[src/tdr_pkg.sv]
package tdr_pkg;
  // ----------------------------------------
  // Descriptor layout
  // ----------------------------------------
  localparam int DESC_WORDS = 4;
  localparam int OWN_BIT = 15;
  localparam int HOSTSEL_BIT = 14;
  localparam int FIRST_BIT = 13;
  localparam int LAST_BIT = 12;
  localparam int PRIO_HI = 11;
  localparam int PRIO_LO = 10;
  localparam int ADDR_HI_MSB = 7;
  localparam int ADDR_W = 24;
  localparam int DATA_W = 16;
  localparam int IDX_W = 8;
  localparam int PRIO_W = 2;
  // Byte offsets of the four words inside one entry
  localparam logic [ADDR_W-1:0] W0_OFS = 24'h000000;
  localparam logic [ADDR_W-1:0] W1_OFS = 24'h000002;
  localparam logic [ADDR_W-1:0] W2_OFS = 24'h000004;
  localparam logic [ADDR_W-1:0] W3_OFS = 24'h000006;
  localparam int ENTRY_SHIFT = 3;
  // ----------------------------------------
  // Reset values
  // ----------------------------------------
  localparam logic [DATA_W-1:0] WORD_RST = 16'h0000;
  localparam logic [ADDR_W-1:0] ADDR_RST = 24'h000000;
  localparam logic [IDX_W-1:0] IDX_RST = 8'h00;
  localparam logic [31:0] PRDATA_RST = 32'h00000000;
  // ----------------------------------------
  // Shared memory and APB map of the memory end
  // ----------------------------------------
  localparam int MEM_AW = 12;
  localparam int PADDR_W = 8;
  localparam logic [PADDR_W-1:0] REG_WIN = 8'h00;
  localparam logic [PADDR_W-1:0] REG_DATA = 8'h04;
  localparam logic [PADDR_W-1:0] REG_REL = 8'h08;
  localparam logic [ADDR_W-1:0] WIN_STEP = 24'h000002;
  // ----------------------------------------
  // Device states
  // ----------------------------------------
  typedef enum logic [2:0] {
    S_IDLE, S_RD0, S_RD1, S_RD2, S_RD3, S_SEND, S_REL
  } tdr_state_t;
endpackage

[src/tdr_mem_if.sv]
`timescale 1ns/1ps
interface tdr_mem_if;
  import tdr_pkg::*;
  logic req;
  logic we;
  logic [ADDR_W-1:0] addr;
  logic [DATA_W-1:0] wdata;
  logic ack;
  logic [DATA_W-1:0] rdata;
  modport dev (
    output req,
    output we,
    output addr,
    output wdata,
    input ack,
    input rdata
  );
  modport mem (
    input req,
    input we,
    input addr,
    input wdata,
    output ack,
    output rdata
  );
endinterface

[src/tdr_device.sv]
// Implementation choices: the placing of the registers and the APB interface to the registers.
`timescale 1ns/1ps
// How it works
// - Word 0 bit 15 set means device owns
// - Host fills buffer before handing it over
// - Device releases only after acknowledged transmit
// - Released entry is never touched by giver
// - Bit 14 host/processor select is ignored
// - Host marks first buffer, set if unchained
// - Host marks last buffer, set if unchained
// - First and last set means single buffer
// - Host writes reserved bits as zero
// - Japan mode copies bits 11:10 to priority
// - Upper address byte in word 0, untouched
// - Word 1 low address, bit 0 zero
// - Word 2 is information plus service octets
// - Length used on first buffer, selector zero
// - Unit length is an unsigned positive count
// - Entry is four consecutive words in ring
// - Word 3 buffer octets, two's complement
module tdr_device (
  input wire logic ref_clk,
  input wire logic rst_n,
  tdr_mem_if.dev bus,
  input wire logic run,
  input wire logic [tdr_pkg::ADDR_W-1:0] ring_base,
  input wire logic [tdr_pkg::IDX_W-1:0] ring_len,
  input wire logic japan_mode_enable,
  input wire logic length_source_select,
  input wire logic tx_done,
  output logic buf_valid,
  output logic [tdr_pkg::ADDR_W-1:0] tx_buffer_address,
  output logic [tdr_pkg::DATA_W-1:0] buffer_octet_count,
  output logic first_buffer_flag,
  output logic last_buffer_flag,
  output logic single_buffer,
  output logic [tdr_pkg::DATA_W-1:0] unit_length,
  output logic unit_length_valid,
  output logic [tdr_pkg::PRIO_W-1:0] priority_indication,
  output logic desc_released,
  output logic [tdr_pkg::IDX_W-1:0] ring_index
);
  import tdr_pkg::*;

  // ----------------------------------------
  // State
  // ----------------------------------------
  tdr_state_t state;
  logic req;
  logic we;
  logic [ADDR_W-1:0] addr;
  logic [DATA_W-1:0] wdata;
  logic [DATA_W-1:0] w0;
  logic [DATA_W-1:0] w1;
  logic [DATA_W-1:0] w2;

  assign bus.req = req;
  assign bus.we = we;
  assign bus.addr = addr;
  assign bus.wdata = wdata;

  // ----------------------------------------
  // Address and field decode
  // ----------------------------------------
  // Four words per entry, entries packed back to back
  wire [ADDR_W-1:0] entry_ofs = {13'h0000, ring_index, 3'b000};
  wire [ADDR_W-1:0] desc_base = ring_base + entry_ofs;
  wire [IDX_W-1:0] last_idx = ring_len - 8'h01;
  wire [IDX_W-1:0] next_idx = (ring_index == last_idx) ? IDX_RST
                              : ring_index + 8'h01;
  wire got = req & bus.ack;
  // Only bit 15 decides ownership; bit 14 is never looked at
  wire owned = bus.rdata[OWN_BIT];
  // Buffer address: high byte from word 0, low word from word 1
  wire [ADDR_W-1:0] buf_addr = {w0[ADDR_HI_MSB:0], w1[DATA_W-1:1], 1'b0};
  // Word 3 holds minus the count; negate for a plain octet count
  wire [DATA_W-1:0] octets = WORD_RST - bus.rdata;
  wire is_first = w0[FIRST_BIT];
  wire is_last = w0[LAST_BIT];
  // Reserved bits 9:8 are not decoded, so stray ones do no harm
  wire [PRIO_W-1:0] prio = japan_mode_enable ? w0[PRIO_HI:PRIO_LO]
                           : 2'b00;
  // Word 2 matters only on the first buffer with the selector low
  wire len_used = is_first & ~length_source_select;
  // Release keeps every field but the flag
  wire [DATA_W-1:0] release_word = {1'b0, w0[OWN_BIT-1:0]};

  // ----------------------------------------
  // Descriptor walk
  // ----------------------------------------
  always_ff @(posedge ref_clk or negedge rst_n) begin
    if (!rst_n) begin
      state <= S_IDLE;
      req <= 1'b0;
      we <= 1'b0;
      addr <= ADDR_RST;
      wdata <= WORD_RST;
      w0 <= WORD_RST;
      w1 <= WORD_RST;
      w2 <= WORD_RST;
      ring_index <= IDX_RST;
      desc_released <= 1'b0;
    end else begin
      desc_released <= 1'b0;
      case (state)
        S_IDLE: begin
          if (run) begin
            req <= 1'b1;
            we <= 1'b0;
            addr <= desc_base + W0_OFS;
            state <= S_RD0;
          end
        end
        S_RD0: begin
          if (got) begin
            w0 <= bus.rdata;
            // Host still owns it: poll the same entry again while run stays high, else go idle
            if (owned) begin
              addr <= desc_base + W1_OFS;
              state <= S_RD1;
            end else if (!run) begin
              req <= 1'b0;
              state <= S_IDLE;
            end
          end
        end
        S_RD1: begin
          if (got) begin
            w1 <= bus.rdata;
            addr <= desc_base + W2_OFS;
            state <= S_RD2;
          end
        end
        S_RD2: begin
          if (got) begin
            w2 <= bus.rdata;
            addr <= desc_base + W3_OFS;
            state <= S_RD3;
          end
        end
        S_RD3: begin
          if (got) begin
            req <= 1'b0;
            state <= S_SEND;
          end
        end
        S_SEND: begin
          // Flag stays set until the far end has acknowledged
          if (tx_done) begin
            req <= 1'b1;
            we <= 1'b1;
            addr <= desc_base + W0_OFS;
            wdata <= release_word;
            state <= S_REL;
          end
        end
        S_REL: begin
          // After this write the entry is the host's; no more writes
          if (got) begin
            we <= 1'b0;
            desc_released <= 1'b1;
            ring_index <= next_idx;
            if (run) begin
              addr <= ring_base + {13'h0000, next_idx, 3'b000};
              state <= S_RD0;
            end else begin
              req <= 1'b0;
              state <= S_IDLE;
            end
          end
        end
        default: begin
          req <= 1'b0;
          we <= 1'b0;
          state <= S_IDLE;
        end
      endcase
    end
  end

  // ----------------------------------------
  // Buffer hand-off to the transmitter
  // ----------------------------------------
  // Fields are latched once word 3 arrives and hold for the whole send
  always_ff @(posedge ref_clk or negedge rst_n) begin
    if (!rst_n) begin
      buf_valid <= 1'b0;
      tx_buffer_address <= ADDR_RST;
      buffer_octet_count <= WORD_RST;
      first_buffer_flag <= 1'b0;
      last_buffer_flag <= 1'b0;
      single_buffer <= 1'b0;
      unit_length <= WORD_RST;
      unit_length_valid <= 1'b0;
      priority_indication <= 2'b00;
    end else begin
      if (state == S_RD3 && got) begin
        buf_valid <= 1'b1;
        tx_buffer_address <= buf_addr;
        buffer_octet_count <= octets;
        first_buffer_flag <= is_first;
        last_buffer_flag <= is_last;
        // Both flags: the unit is whole in this buffer
        single_buffer <= is_first & is_last;
        // Unsigned information plus service octet count
        unit_length <= len_used ? w2 : WORD_RST;
        unit_length_valid <= len_used;
        priority_indication <= prio;
      end else if (state == S_SEND && tx_done) begin
        buf_valid <= 1'b0;
        // Length reads zero whenever it is not valid, so no stale unit leaks out
        unit_length <= WORD_RST;
        unit_length_valid <= 1'b0;
      end
    end
  end
endmodule

[src/flat_wrapper.sv]
// flat-port wrapper written by rule: the top's interface ports become plain ports
module tdr_device_flat import tdr_pkg::*;
  (ref_clk, rst_n, run, ring_base, ring_len, japan_mode_enable, length_source_select, tx_done, buf_valid, tx_buffer_address, buffer_octet_count, first_buffer_flag, last_buffer_flag, single_buffer, unit_length, unit_length_valid, priority_indication, desc_released, ring_index, bus_req, bus_we, bus_addr, bus_wdata, bus_ack, bus_rdata);
  tdr_mem_if bus_i ();
  input wire logic ref_clk;
  input wire logic rst_n;
  input wire logic run;
  input wire logic [tdr_pkg::ADDR_W-1:0] ring_base;
  input wire logic [tdr_pkg::IDX_W-1:0] ring_len;
  input wire logic japan_mode_enable;
  input wire logic length_source_select;
  input wire logic tx_done;
  output logic buf_valid;
  output logic [tdr_pkg::ADDR_W-1:0] tx_buffer_address;
  output logic [tdr_pkg::DATA_W-1:0] buffer_octet_count;
  output logic first_buffer_flag;
  output logic last_buffer_flag;
  output logic single_buffer;
  output logic [tdr_pkg::DATA_W-1:0] unit_length;
  output logic unit_length_valid;
  output logic [tdr_pkg::PRIO_W-1:0] priority_indication;
  output logic desc_released;
  output logic [tdr_pkg::IDX_W-1:0] ring_index;
  output wire logic [$bits(bus_i.req)-1:0] bus_req;
  output wire logic [$bits(bus_i.we)-1:0] bus_we;
  output wire logic [$bits(bus_i.addr)-1:0] bus_addr;
  output wire logic [$bits(bus_i.wdata)-1:0] bus_wdata;
  input wire logic [$bits(bus_i.ack)-1:0] bus_ack;
  input wire logic [$bits(bus_i.rdata)-1:0] bus_rdata;
  assign bus_req = bus_i.req;
  assign bus_we = bus_i.we;
  assign bus_addr = bus_i.addr;
  assign bus_wdata = bus_i.wdata;
  assign bus_i.ack = bus_ack;
  assign bus_i.rdata = bus_rdata;
  tdr_device u_core (.ref_clk(ref_clk), .rst_n(rst_n), .bus(bus_i), .run(run), .ring_base(ring_base), .ring_len(ring_len), .japan_mode_enable(japan_mode_enable), .length_source_select(length_source_select), .tx_done(tx_done), .buf_valid(buf_valid), .tx_buffer_address(tx_buffer_address), .buffer_octet_count(buffer_octet_count), .first_buffer_flag(first_buffer_flag), .last_buffer_flag(last_buffer_flag), .single_buffer(single_buffer), .unit_length(unit_length), .unit_length_valid(unit_length_valid), .priority_indication(priority_indication), .desc_released(desc_released), .ring_index(ring_index));
endmodule
[config.mk]
export PLATFORM = sky130hd
export DESIGN_NAME = tdr_device_flat
export DESIGN_NICKNAME = d
export VERILOG_FILES = /design/src/tdr_pkg.sv /design/src/tdr_mem_if.sv /design/src/tdr_device.sv /design/src/flat_wrapper.sv
export SDC_FILE = /design/constraint.sdc
export NUM_CORES = 1
export LEC_CHECK = 0
export BUFFER_PORTS_ARGS = -buffer_cell sky130_fd_sc_hd__buf_4
export CORE_ASPECT_RATIO = 1.25
export CORE_UTILIZATION = 35
export CTS_BUF_LIST = sky130_fd_sc_hd__clkbuf_4 sky130_fd_sc_hd__clkbuf_8
export DETAILED_ROUTE_END_ITERATION = 12
export PLACE_DENSITY = 0.51
export SLEW_MARGIN = 20
export SYNTH_ARGS = -nofsm -noshare
export SYNTH_HDL_FRONTEND = slang
export SYNTH_SLANG_ARGS = --single-unit
[constraint.sdc]
create_clock -name ref_clk -period 12.55 [get_ports ref_clk]
set_clock_uncertainty 0.2 [all_clocks]
set_input_delay 0 -clock ref_clk [delete_from_list [all_inputs] [get_ports ref_clk]]
set_output_delay 0 -clock ref_clk [all_outputs]
set_load 0.02 [all_outputs]
Yosys cells after proc, flatten, opt, wreduce, memory -nomap -nowiden
Cells that the tools add are included.
Word-level totals
  input port bits: 55
  logic and storage cells: 107
  output and inout bits: 114
  flip-flop bits (word level): 162
Cells by class
  mux-type cells: 40
  bitwise gates (word level): 6
  reduce and logical (&&, ||, !) cells: 16
  add/subtract/negate cells: 8
  equality and inequality tests: 18
Operators with widths (count)
  24-bit two-way mux: 8
  24-bit case mux with 6 select lines: 1
  24-bit by 11-bit adder with 24-bit output: 2
  24-bit by 3-bit adder with 24-bit output, second input constant: 2
  16-bit two-way mux: 3
  3-bit two-way mux: 9
  24-bit by 2-bit adder with 24-bit output, second input constant: 1
  3-bit case mux with 7 select lines: 1
  1-bit by 16-bit subtractor with 16-bit output, first input constant: 1
  1-bit two-way mux: 14
  2-bit by 1-bit inequality test with 1-bit output, second input constant: 5
  2-bit inequality test, second input constant: 5
  2-bit AND reduction: 5
  3-bit equality test, second input constant: 3
  9-bit AND reduction: 1
  8-bit by 1-bit adder with 8-bit output, second input constant: 1
  8-bit equality test: 1
  8-bit two-way mux: 1
  8-bit AND reduction: 1
  8-bit by 1-bit subtractor with 8-bit output, second input constant: 1
  7-bit AND reduction: 1
  3-bit by 2-bit equality test with 1-bit output, second input constant: 2
  1-bit case mux with 6 select lines: 1
  6-bit nonzero test: 1
  other kinds (12): 17

Depth between registers and ports, before layout
Gate-level depths: netlist (run 1).
  depth in word-level cells: 7
  gate-level depth with buffers: 22
  gate-level depth less buffers: 21

Worst setup path after synthesis (run 1)
No wires, ideal clock.
  kind: flip-flop to flip-flop
  from: register u_core.ring_index[3] (netlist name)
  to: register u_core.addr[23], in the netlist u_core.bus.addr[23]
  data arrival time: 4010 ps
  library setup time: 128 ps
  path buffers: 1
  data required time: 12222 ps
  path slack: 8212 ps
  clock period less this slack: 4338 ps
  stages on the path, launching flop included: 19
  cells stage by stage: dfrtp_1 > xnor2_1 > xor2_1 > nor3_1 > a31oi_1 > nor3_1 > clkbuf_1 > nor2_1 > ha_1 > nand2_1 > o311ai_0 > nor4_1 > nor3_1 > nand2_1 > nor2_1 > xnor2_1 > o21ai_0 > a221oi_1 > o21ai_1
On the way
  cells in the longest elaborated chain, start to end: 6
  elaborated cells on any way between the ends: 17
  those cells by class: 6 x add/sub; 1 x eq/ne; 10 x mux
Ends and longest elaborated chain
  from (decl): RTL line tdr_device.sv:41  | output logic [tdr_pkg::IDX_W-1:0] ring_index
  from (signal assigned): RTL line tdr_device.sv:162  | ring_index <= next_idx;
  8-bit by 1-bit adder with 8-bit output / 8-bit equality test (equally long branches): RTL line tdr_device.sv:70, tdr_device.sv:69
  8-bit two-way mux *: RTL line tdr_device.sv:69  | wire [IDX_W-1:0] next_idx = (ring_index == last_idx) ? IDX_RST
  named net u_core.next_idx[5]: RTL line tdr_device.sv:69
  24-bit by 11-bit adder with 24-bit output *: RTL line tdr_device.sv:164  | addr <= ring_base + {13'h0000, next_idx, 3'b000};
  24-bit two-way mux *: RTL line tdr_device.sv:163  | if (run) begin
  24-bit two-way mux *: RTL line tdr_device.sv:159  | if (got) begin
  24-bit case mux with 6 select lines *: RTL line tdr_device.sv:105  | case (state)
  to (signal assigned): RTL line tdr_device.sv:110  | addr <= desc_base + W0_OFS;
  to (signal assigned): RTL line tdr_device.sv:119  | addr <= desc_base + W1_OFS;
  to (signal assigned): RTL line tdr_device.sv:164
  to (decl): RTL line tdr_device.sv:51  | logic [ADDR_W-1:0] addr;
Mark *: on every way through the listed nets, which the timed path passes. The rest lies on a longest branch. The select of a mux whose other input is x is not followed.
A chain may end at the register's enable or synchronous reset.

Final worst setup path (run 1)
  from: register u_core.ring_index[3] (netlist name)
  to: register u_core.addr[22], in the netlist u_core.bus.addr[22]
On the way
  cells in the longest elaborated chain, start to end: 6
  elaborated cells on any way between the ends: 17
  those cells by class: 6 x add/sub; 1 x eq/ne; 10 x mux
Ends and longest elaborated chain (RTL line)
  8-bit equality test: tdr_device.sv:69
  8-bit two-way mux: tdr_device.sv:69
  named net u_core.next_idx[1]: tdr_device.sv:69
  24-bit by 11-bit adder with 24-bit output: tdr_device.sv:164
  24-bit two-way mux: tdr_device.sv:163
  24-bit two-way mux: tdr_device.sv:159
  24-bit case mux with 6 select lines: tdr_device.sv:105
The timed path passes the listed nets, and every way through them passes these cells. The select of a mux whose other input is x is not followed.

==> metrics.csv, run 1 <==
metric,value,unit
cts.sinks,161,
sequentialPowerShare,0.359,
synthFlopType,dfrtp_1,
cp.arrival,5.03,ns
ctsRootBufferMaster,clkbuf_8,
finalHoldViolations,0,
tns,0,ns
rsz0062_at_grt,false,
drive_gt1_frac,0.282,
setup_viol,0,
clkLatencyLatePin,0.47,ns
combPwrFrac,0.476,
power,2.37,mW
ys_seq_area_frac,0.430,
coreArea,26200,um^2
slew_headroom,0.312,
period_share,0.389,
die_area,27400,um^2
grt_usage,0.208,
critPathLaunch,u_core.ring_index[3],
drv_slew,0,
synth_edf_count,0,
drc,0,
io_buffers,166,
tightest_slew,1.03,ns
crit_path_start_kind,flip-flop,
wl_per_cell,18.6,um
cts_tree,yes,
final_nets,1207,
fill_cells,2614,
ys.warnings.count,0,
syn_avg_cell_area,9.98,um^2
start_util,0.358,
vias,7876,
synth.distinct_cells,79,
diodes,0,
outcome,"complete, no violations",
syn_inst,938,
gp_congestion,0.821,
grt_overflow,0,
cp_max_fo,15,
pin_count,169,
drv_cap,0,
grt_pass1_vias,7752,
cp.required,12.70,ns
fin_area,11800,um^2
p_switching,981,uW
viasPerCell,5.33,
fp-row-count,66,
cts_buffers,17,
synth.ff_latch_count,161,
place_area,10900,um^2
synth_area,9360,um^2
drtIter0Drc,330,
critical_path.cell_chain,xnor2_1 -> xor2_1 -> nor3_1 -> a31oi_1 -> nor3_1 -> buf_4 -> nor2b_1 -> ha_1 -> a21o_1 -> a21oi_1 -> o21ba_2 -> o21ai_0 -> a211oi_1 -> nor3_1 -> nand4_1 -> xnor2_1 -> dlygate4sd3_1 -> a22oi_1 -> a21oi_1,
switching_share,0.413,
area_growth,26.0,%
timing.critical_path.mode_cell,nor3_1,
firstDrtPassIters,7,
r2r-start,u_core.ring_index[3],
criticalPathCategory,flip-flop to flip-flop,
crit_slowest_cell,nor3_1,
leakage,5.30,nW
grt_max_degree,94,
ir_drop,0.0913,mV
clock.fmax,205,MHz
htree_levels,4,
clk_pin_slew,0.10,ns
async_flop_share,1.00,
power-per-cell-area,201,nW/um^2
hp-class,input pin to asynchronous set/reset pin,
ctsLongestPathBuffers,2,
clkPwrFrac,0.165,
end_kind,flip-flop,
routed_wirelength,27500,um
fin_crit,4.88,ns
postCtsSetupBuffers,0,
critPathMaxStageDelay,0.75,ns
antenna_found_initial,0,
intPower,1.39,mW
fp.dieH,185,um
reg2reg_depth,19,
dp_hpwl,19700,um
grt_first_pass_wirelength,43900,um
die_w,148,um
ant_nets,0,
-- cells in the final DEF, fill, tap and decap left out, types with 10 or more instances in the layout --
| cell type | Yosys | routed |
|---|---|---|
| inv_1 | 13 | 13 |
| a21o_1 | 11 | 11 |
| dlygate4sd3_1 | 0 | 47 |
| o31ai_1 | 11 | 11 |
| and2_1 | 10 | 10 |
| o22ai_1 | 14 | 14 |
| xnor2_1 | 42 | 42 |
| xor2_1 | 38 | 38 |
| nand2_1 | 91 | 91 |
| dfrtp_1 | 161 | 161 |
| o21ai_0 | 59 | 58 |
| and3_1 | 13 | 13 |
| nand3_1 | 32 | 31 |
| nor3_1 | 27 | 26 |
| ha_1 | 21 | 21 |
| clkbuf_8 | 0 | 17 |
| nor2_1 | 53 | 53 |
| buf_4 | 2 | 178 |
| a21oi_1 | 45 | 45 |
| mux2_2 | 87 | 87 |
| a22o_1 | 20 | 20 |
-- path summary, 6_finish.rpt --
check	endpoint	slack, ns
worst max-delay path	u_core.bus.addr[22]	7.67
worst min-delay path	u_core.unit_length[7]	0.002
worst max register to register	u_core.bus.addr[22]	7.67
worst min register to register	u_core.bus.addr[2]	0.28
max in group asynchronous	u_core.bus.wdata[3]	10.69
min in group ref_clk	u_core.bus.addr[10]	0.02
-- logic make-up (layout without fill, tap and decap cells) --
family	count (synthesis)	count (layout)	share of synthesized area
compound gates	230	230	0.165
xor+xnor	84	84	0.0818
fa+ha+maj	24	24	0.0345
buf+inv	69	269	0.0294
flops	161	161	0.430
mux	88	88	0.106
other cells	1	2	0.000401
simple gates	281	281	0.152
-- registers in the layout (all words and copies together) (netlist names), 2 cells and up --
register / flops
u_core.ring_index: 8
u_core.unit_length: 16
u_core.buffer_octet_count: 16
u_core.w2: 16
u_core.w0: 15
u_core.bus.wdata: 15
u_core.w1: 15
u_core.bus.addr: 24
u_core.state: 3
u_core.priority_indication: 2
u_core.tx_buffer_address: 23
-- what timing repair did --
action / CTS / global route
hold endpoints to repair: 197 / 0
resized for setup: 0 / 0
hold buffers: 47 / 0
-- metal layers --
| layer | track usage | routed length, um |
|---|---|---|
| met5 | 0 | 0 |
| met4 | 0.0594 | 439 |
| met3 | 0.0300 | 1040 |
| met2 | 0.370 | 14000 |
| met1 | 0.260 | 12000 |
-- metrics by stage --
step	setup slack [ns]	std cells	hold WS, ns	utilization
after floorplan	8.21	939	-0.496	-
after global placement	8.16	1402	-0.00647	0.418
after detailed placement	8.10	1402	-0.00398	0.418
after CTS	7.69	1479	0.00118	0.450
after global routing	7.23	1479	0.0474	0.450
final	7.67	1479	0.00220	0.450
-- cells in the mapped netlist, types with 4 or more instances --
| master | count | area, um^2 |
|---|---|---|
| dfrtp_1 | 161 | 4030 |
| nand2_1 | 91 | 342 |
| mux2_2 | 87 | 980 |
| o21ai_0 | 59 | 295 |
| nor2_1 | 53 | 199 |
| a21oi_1 | 45 | 225 |
| clkbuf_1 | 43 | 161 |
| xnor2_1 | 42 | 368 |
| xor2_1 | 38 | 333 |
| nand3_1 | 32 | 160 |
| nor3_1 | 27 | 135 |
| ha_1 | 21 | 263 |
| a22o_1 | 20 | 175 |
| o22ai_1 | 14 | 87.6 |
| and3_1 | 13 | 81.3 |
| inv_1 | 13 | 48.8 |
| a21o_1 | 11 | 82.6 |
| o31ai_1 | 11 | 82.6 |
| and2_1 | 10 | 62.6 |
| a31oi_1 | 9 | 56.3 |
| nor4_1 | 9 | 56.3 |
| nand2b_1 | 8 | 50.1 |
| a22oi_1 | 7 | 52.6 |
| a211oi_1 | 6 | 45.0 |
| buf_2 | 6 | 30.0 |
| nand4_1 | 6 | 37.5 |
| nor2b_1 | 6 | 37.5 |
| o211ai_1 | 6 | 45.0 |
| a221oi_1 | 5 | 43.8 |
| nor3b_1 | 5 | 37.5 |
| buf_1 | 4 | 15.0 |
-- worst max-delay path: cells and delay by family (launching register included) --
family / cells / cell delay, ns
AO/OA/AOI/OAI: 8 / 1.12
buffers and inverters: 2 / 0.78
AND/OR/NAND/NOR: 5 / 1.38
flip-flops: 1 / 0.48
XOR/XNOR: 3 / 0.52
adder cells (fa/ha/maj): 1 / 0.28
-- area by class of cell --
class | instances | area, um^2 | area share
Tap cell | 340 | 425 | 0.0361
Inverter | 13 | 48.8 | 0.00414
Timing Repair Buffer | 226 | 1820 | 0.154
Clock buffer | 17 | 234 | 0.0198
Multi-Input combinational cell | 709 | 5080 | 0.431
Clock inverter | 13 | 155 | 0.0132
Sequential cell | 161 | 4030 | 0.342
-- power by group through the flow --
stage | Sequential, mW | Combinational (mW) | Clock (mW)
6_report | 0.851 | 1.13 | 0.392
3_3_place_gp | 0.860 | 1.11 | 0
4_1_cts | 0.854 | 1.14 | 0.406
5_1_grt | 0.881 | 1.24 | 0.424
3_5_place_dp | 0.866 | 1.12 | 0
2_1_floorplan | 0.988 | 0.556 | 0
Power figures use the tool's default switching activity.
==> run 2, diff against run 1 <==
--- a/config.mk
+++ b/config.mk
@@ -5,6 +5,7 @@
 export SDC_FILE = /design/constraint.sdc
 export NUM_CORES = 1
 export LEC_CHECK = 0
+export ABC_AREA = 1
 export BUFFER_PORTS_ARGS = -buffer_cell sky130_fd_sc_hd__buf_4
 export CORE_ASPECT_RATIO = 1.25
 export CORE_UTILIZATION = 35
==> constraint.sdc (replaced) <==
create_clock -name ref_clk -period 4.9 [get_ports ref_clk]
set_clock_uncertainty 0.2 [all_clocks]
set_input_delay 0 -clock ref_clk [delete_from_list [all_inputs] [get_ports ref_clk]]
set_output_delay 0 -clock ref_clk [all_outputs]
set_load 0.02 [all_outputs]
==> run 2 against run 1 <==
Highest routed layer unchanged. Global-route usage rose by 2.1 points. Largest cell class unchanged. Critical path depth rose by 2. Count of clock-buffer cells in the layout rose by 5.
==> metrics.csv, run 2 <==
metric,value,unit
fill_cells,2838,
synth.ff_latch_count,161,
synth_edf_count,0,
largest_registers,"u_core.bus.addr: 24 flops, u_core.tx_buffer_address: 23 flops",
grt_first_pass_wirelength,49500,um
syn_avg_cell_area,7.12,um^2
ant_nets,0,
firstDrtPassIters,4,
ctsRootBufferMaster,clkbuf_8,
die_w,151,um
clock.fmax,226,MHz
synth_top_cell_area_share,0.417,
pre_cts_ws,0.687,ns
cts_tree,yes,
tightest_slew,0.872,ns
die_area,28300,um^2
grt_pass1_vias,9179,
synth_area_leaders,"dfrtp_1 42%, nand2_1 18%, nand3_1 6.9%, o21ai_0 6.4%, inv_1 5.0%",
ys.warnings.count,0,
ys_seq_area_frac,0.417,
gp_congestion,0.896,
power,5.71,mW
drive_gt1_frac,0.164,
cts.sinks,161,
yosysMostFrequentCell,nand2_1,
yosysTopAreaCell,dfrtp_1,
synth_commonest_cells,"452 x nand2_1, 161 x dfrtp_1, 134 x nand3_1",
cp_max_fo,5,
cts_buffers,17,
ctsLongestPathBuffers,2,
routed_wirelength,31700,um
coreArea,27000,um^2
slew_headroom,0.417,
tns,0,ns
cp.arrival,4.60,ns
io_buffers,166,
async_flop_share,1.00,
fin_crit,4.42,ns
antenna_found_initial,0,
clk_pin_slew,0.11,ns
fp.dieH,188,um
regMostFlops,u_core.bus.addr,
power-per-cell-area,462,nW/um^2
final_common_cell,nand2_1,
start_util,0.358,
fin_ws,0.482,ns
drv_cap,0,
dp_hpwl,23200,um
pin_count,169,
finalHoldViolations,0,
setup_viol,0,
rsz0062_at_grt,false,
crit_path_start_kind,flip-flop,
grt_usage,0.229,
ir_drop,0.165,mV
diodes,0,
period_share,0.902,
final_cell_mix,"452 x nand2_1, 176 x buf_4, 161 x dfrtp_1",
wl_per_cell,16.4,um
synth.distinct_cells,48,
fp-row-count,67,
grt_overflow,0,
clkLatencyLatePin,0.47,ns
drtIter0Drc,522,
synth_area,9660,um^2
area_growth,28.0,%
outcome,"complete, no violations",
leakage,6.47,nW
end_kind,flip-flop,
syn_inst,1356,
cp.required,5.08,ns
final_nets,1656,
synthFlopType,dfrtp_1,
largest_reg_flops,24,
htree_levels,4,
criticalPathCategory,flip-flop to flip-flop,
grt_max_degree,94,
vias,9614,
viasPerCell,4.97,
hp-class,input pin to flip-flop,
drv_slew,0,
drc,0,
postLayoutCoreUtil,0.458,
[run 2: cell types whose count changed after synthesis, moves of 14 or more]
cell      delta
clkbuf_1    -14
nor2_1      +43
nand2_1    +361
xor2_1      -14
nand3_1    +102
o21ai_0     +65
inv_1      +116
xnor2_1     -35
mux2_2      -87
a22o_1      -20
[run 2: metal layers]
| metal | vias to the layer above | GRT usage | share of wire |
|---|---|---|---|
| met2 | 260 | 0.400 | 0.50 |
| met4 | 0 | 0.0900 | 0.030 |
| met1 | 4485 | 0.281 | 0.43 |
| met5 | - | 0 | 0 |
| li1 | 4822 | - | - |
| met3 | 47 | 0.0297 | 0.040 |
[run 2: stage by stage]
| stage | instances | hold slack [ns] | cell area [um^2] |
|---|---|---|---|
| CTS | 1930 | 0.000834 | 12300 |
| global placement | 1836 | -0.142 | 11300 |
| floorplan | 1357 | -0.496 | 9660 |
| finish | 1933 | 0.0356 | 12400 |
| global route | 1933 | 0.0490 | 12400 |
| detailed placement | 1836 | -0.154 | 11300 |
[run 2: critical path: stages, from the launching register on]
cell and delay, ns:
dfrtp_1 0.46, xor2_1 0.21, xor2_1 0.15, nand2_1 0.06, nor3_1 0.14, nand4_1 0.24, buf_4 0.23, nand2_1 0.08
inv_1 0.04, ha_1 0.34, a21oi_1 0.14, o221ai_1 0.41, nand2_1 0.17, nor2_1 0.26, inv_1 0.10, o21ai_0 0.16
a21oi_1 0.05, dlygate4sd3_1 0.55, nor2_1 0.12, nand3_1 0.09, nand2_1 0.06, nand2_1 0.04
[run 2: kinds of logic (layout without fill, tap and decap cells)]
kind of cell | count (synthesis) | in the layout | synth area share
fa+ha+maj | 24 | 24 | 0.0334
compound gates | 192 | 192 | 0.107
other cells | 1 | 2 | 0.000388
xor+xnor | 34 | 34 | 0.0332
flops | 161 | 161 | 0.417
simple gates | 757 | 757 | 0.334
buf+inv | 187 | 418 | 0.0750
[run 2: what timing repair did]
action	CTS	global route
setup buffers	0	2
hold buffers	64	1
setup endpoints to repair	0	1
resized for setup	0	0
hold endpoints to repair	267	1
[run 2: layout make-up]
cell class,instances,area [um^2],share of cell area
multi-input cells,1009,4910,0.398
flip-flops and latches,161,4030,0.326
repair buffers,243,2020,0.163
inverters,145,544,0.0440
well taps,345,432,0.0349
clock buffers,22,290,0.0235
clock inverters,8,129,0.0104
[run 2: final timing paths]
path	from	endpoint	slack, ns	cells after the start
max	u_core.ring_index[7]	u_core.bus.addr[21]	0.48	21
min	ring_base[4]	u_core.bus.addr[4]	0.04	6
max reg2reg	u_core.ring_index[7]	u_core.bus.addr[21]	0.48	21
min reg2reg	u_core.tx_buffer_address[18]	u_core.tx_buffer_address[18]	0.27	2
max in group asynchronous	rst_n	u_core.w2[4]	3.59	4
min in group asynchronous	rst_n	u_core.tx_buffer_address[19]	0.42	4
[run 2: where the power goes]
group / switching (mW) / total (mW) / internal [mW]
logic: 1.63 / 2.59 / 0.958
clock network: 0.513 / 1.07 / 0.553
registers: 0.294 / 2.06 / 1.77
==> run 3, diff against run 2 <==
--- a/config.mk
+++ b/config.mk
@@ -8,10 +8,10 @@
 export ABC_AREA = 1
 export BUFFER_PORTS_ARGS = -buffer_cell sky130_fd_sc_hd__buf_4
 export CORE_ASPECT_RATIO = 1.25
-export CORE_UTILIZATION = 35
+export CORE_UTILIZATION = 59
 export CTS_BUF_LIST = sky130_fd_sc_hd__clkbuf_4 sky130_fd_sc_hd__clkbuf_8
 export DETAILED_ROUTE_END_ITERATION = 12
-export PLACE_DENSITY = 0.51
+export PLACE_DENSITY = 0.8
 export SLEW_MARGIN = 20
 export SYNTH_ARGS = -nofsm -noshare
 export SYNTH_HDL_FRONTEND = slang
==> run 3 against run 2 <==
Fmax increased by 4.2%. Count of clock-buffer cells in the layout decreased by 5. Sequential power is essentially flat.
==> metrics.csv, run 3 (synthesis gave the netlist of run 2 again) <==
metric,value,unit
outcome,"complete, no violations",
period_share,0.865,
largest_reg_flops,24,
vias,9901,
firstDrtPassIters,6,
setup_viol,0,
ant_nets,0,
grt_pass1_vias,9433,
power-per-cell-area,466,nW/um^2
ctsLongestPathBuffers,2,
crit_slowest_cell,dlygate4sd3_1,
endpoint,u_core.bus.addr[13],
area_growth,25.0,%
fin_ws,0.660,ns
start_util,0.613,
critPathMaxStageDelay,0.59,ns
die_area,16900,um^2
drc,0,
timing.critical_path.mode_cell,nand2_1,
clock.fmax,236,MHz
fp-row-count,51,
reg2reg_depth,19,
final_common_cell,nand2_1,
regMostFlops,u_core.bus.addr,
cts.sinks,161,
antenna_found_initial,0,
crit_family,simple AND/OR/NAND/NOR gates,
drt-met1-wl,11500,um
cp_max_fo,6,
grt_overflow,0,
critical_path.cell_chain,xor2_1 -> xor2_1 -> nor3_1 -> nand4_1 -> nand2_1 -> inv_1 -> ha_1 -> fa_1 -> nand2_1 -> nand2_1 -> a21oi_1 -> o221ai_1 -> nand2_1 -> o21ai_0 -> o211ai_1 -> dlygate4sd3_1 -> nand3_1 -> o21ai_1 -> nand2_1,
die_w,116,um
hp-class,input pin to flip-flop,
crit_buf_inv,2,
coreArea,15800,um^2
viasPerCell,5.53,
route.met3.wl,1590,um
crit_path_start_kind,flip-flop,
routed_wirelength,29200,um
largest_registers,"u_core.bus.addr: 24 flops, u_core.tx_buffer_address: 23 flops",
criticalPathCategory,flip-flop to flip-flop,
diodes,0,
drv_cap,0,
cts_tree,yes,
gp_congestion,0.914,
pre_cts_ws,0.610,ns
ir_drop,0.249,mV
tightest_slew,0.957,ns
drv_slew,0,
cts_resized,0,
cp.arrival,4.42,ns
fp.dieH,145,um
grt_first_pass_wirelength,46400,um
pin_count,169,
tns,0,ns
wl_per_cell,16.3,um
end_kind,flip-flop,
r2r-start,u_core.ring_index[5],
io_buffers,166,
grt_max_degree,75,
clkLatencyLatePin,0.48,ns
htree_levels,4,
finalHoldViolations,0,
met2_wirelength,15000,um
critPathLaunch,u_core.ring_index[5],
final_cell_mix,"452 x nand2_1, 173 x buf_4, 161 x dfrtp_1",
ctsRootBufferMaster,clkbuf_8,
grt_usage,0.354,
clk_pin_slew,0.10,ns
r2r_end,u_core.bus.addr[13],
rsz0062_at_grt,false,
drtIter0Drc,921,
dp_hpwl,20800,um
slew_headroom,0.360,
cp.required,5.08,ns
top_layer_used,met4,
cp.depth,19,
fill_cells,1205,
cts_buffers,17,
drive_gt1_frac,0.165,
final_nets,1646,
fin_crit,4.24,ns
rrSetupSlack,0.66,ns
leakage,6.40,nW
## run 3: changes by cell type in the layout (fill, tap and decap cells not counted), sizes merged
cell | previous run | this run
inv | 143 | 151
buf | 179 | 175
bufinv | 3 | 0
dlygate4sd3 | 64 | 58
clkinvlp | 1 | 0
clkinv | 6 | 9
clkbuf | 22 | 17
## run 3: final cells by class
| cell class | count | area [um^2] | share of cell area |
|---|---|---|---|
| Multi-Input combinational cell | 1009 | 4920 | 0.407 |
| Clock buffer | 17 | 234 | 0.0194 |
| Clock inverter | 15 | 160 | 0.0133 |
| Timing Repair Buffer | 233 | 1920 | 0.159 |
| Sequential cell | 161 | 4030 | 0.334 |
| Tap cell | 212 | 265 | 0.0220 |
| Inverter | 145 | 547 | 0.0453 |
## run 3: timing repair
action | CTS | global route
hold buffers | 58 | 1
hold endpoints to repair | 172 | 2
setup endpoints to repair | 0 | 1
buffers inserted | 0 | 2
## run 3: stage by stage
stage / instances / power, mW / hold WS, ns / area [um^2] / util
after floorplan: 1357 / 3.58 / -0.496 / 9660 / -
final: 1792 / 5.63 / 0.0323 / 12100 / 0.766
after global routing: 1792 / 5.99 / 0.0762 / 12100 / 0.766
after global placement: 1699 / 4.46 / -0.154 / 11000 / 0.701
after detailed placement: 1699 / 4.53 / -0.151 / 11100 / 0.701
after CTS: 1789 / 5.58 / 0.0113 / 12000 / 0.764
## run 3: worst min-delay path by stage
stage | start | to | slack, ns | depth (start not counted)
after floorplan | rst_n | u_core.buf_valid | -0.50 | 0
after global routing | ring_base[0] | u_core.bus.addr[0] | 0.08 | 4
after global placement | rst_n | u_core.buf_valid | -0.15 | 1
after detailed placement | rst_n | u_core.buf_valid | -0.15 | 1
after CTS | ring_len[0] | u_core.ring_index[3] | 0.01 | 5
final | ring_base[5] | u_core.bus.addr[6] | 0.03 | 7
## run 3: worst register-to-register path: cells and delay by family, from the launching register on
family | cells | cell delay (ns)
xor+xnor | 2 | 0.39
fa+ha+maj | 2 | 0.59
buf+inv | 2 | 0.64
flops | 1 | 0.46
compound gates | 5 | 0.85
simple gates | 8 | 1.00
## run 3: power breakdown
part           internal (mW)  total [mW]  switching (mW)  leakage, nW
logic                  0.945        2.58            1.64         4.07
registers               1.77        2.06           0.296         2.13
clock network          0.384       0.980           0.596        0.202
total                   3.10        5.63            2.53         6.40
## run 3: metal layers
layer  up-vias  global-route usage
li1       4800                   -
met1      4640               0.419
met2       385               0.616
met3        76              0.0589
met4         0               0.159
met5         -                   0
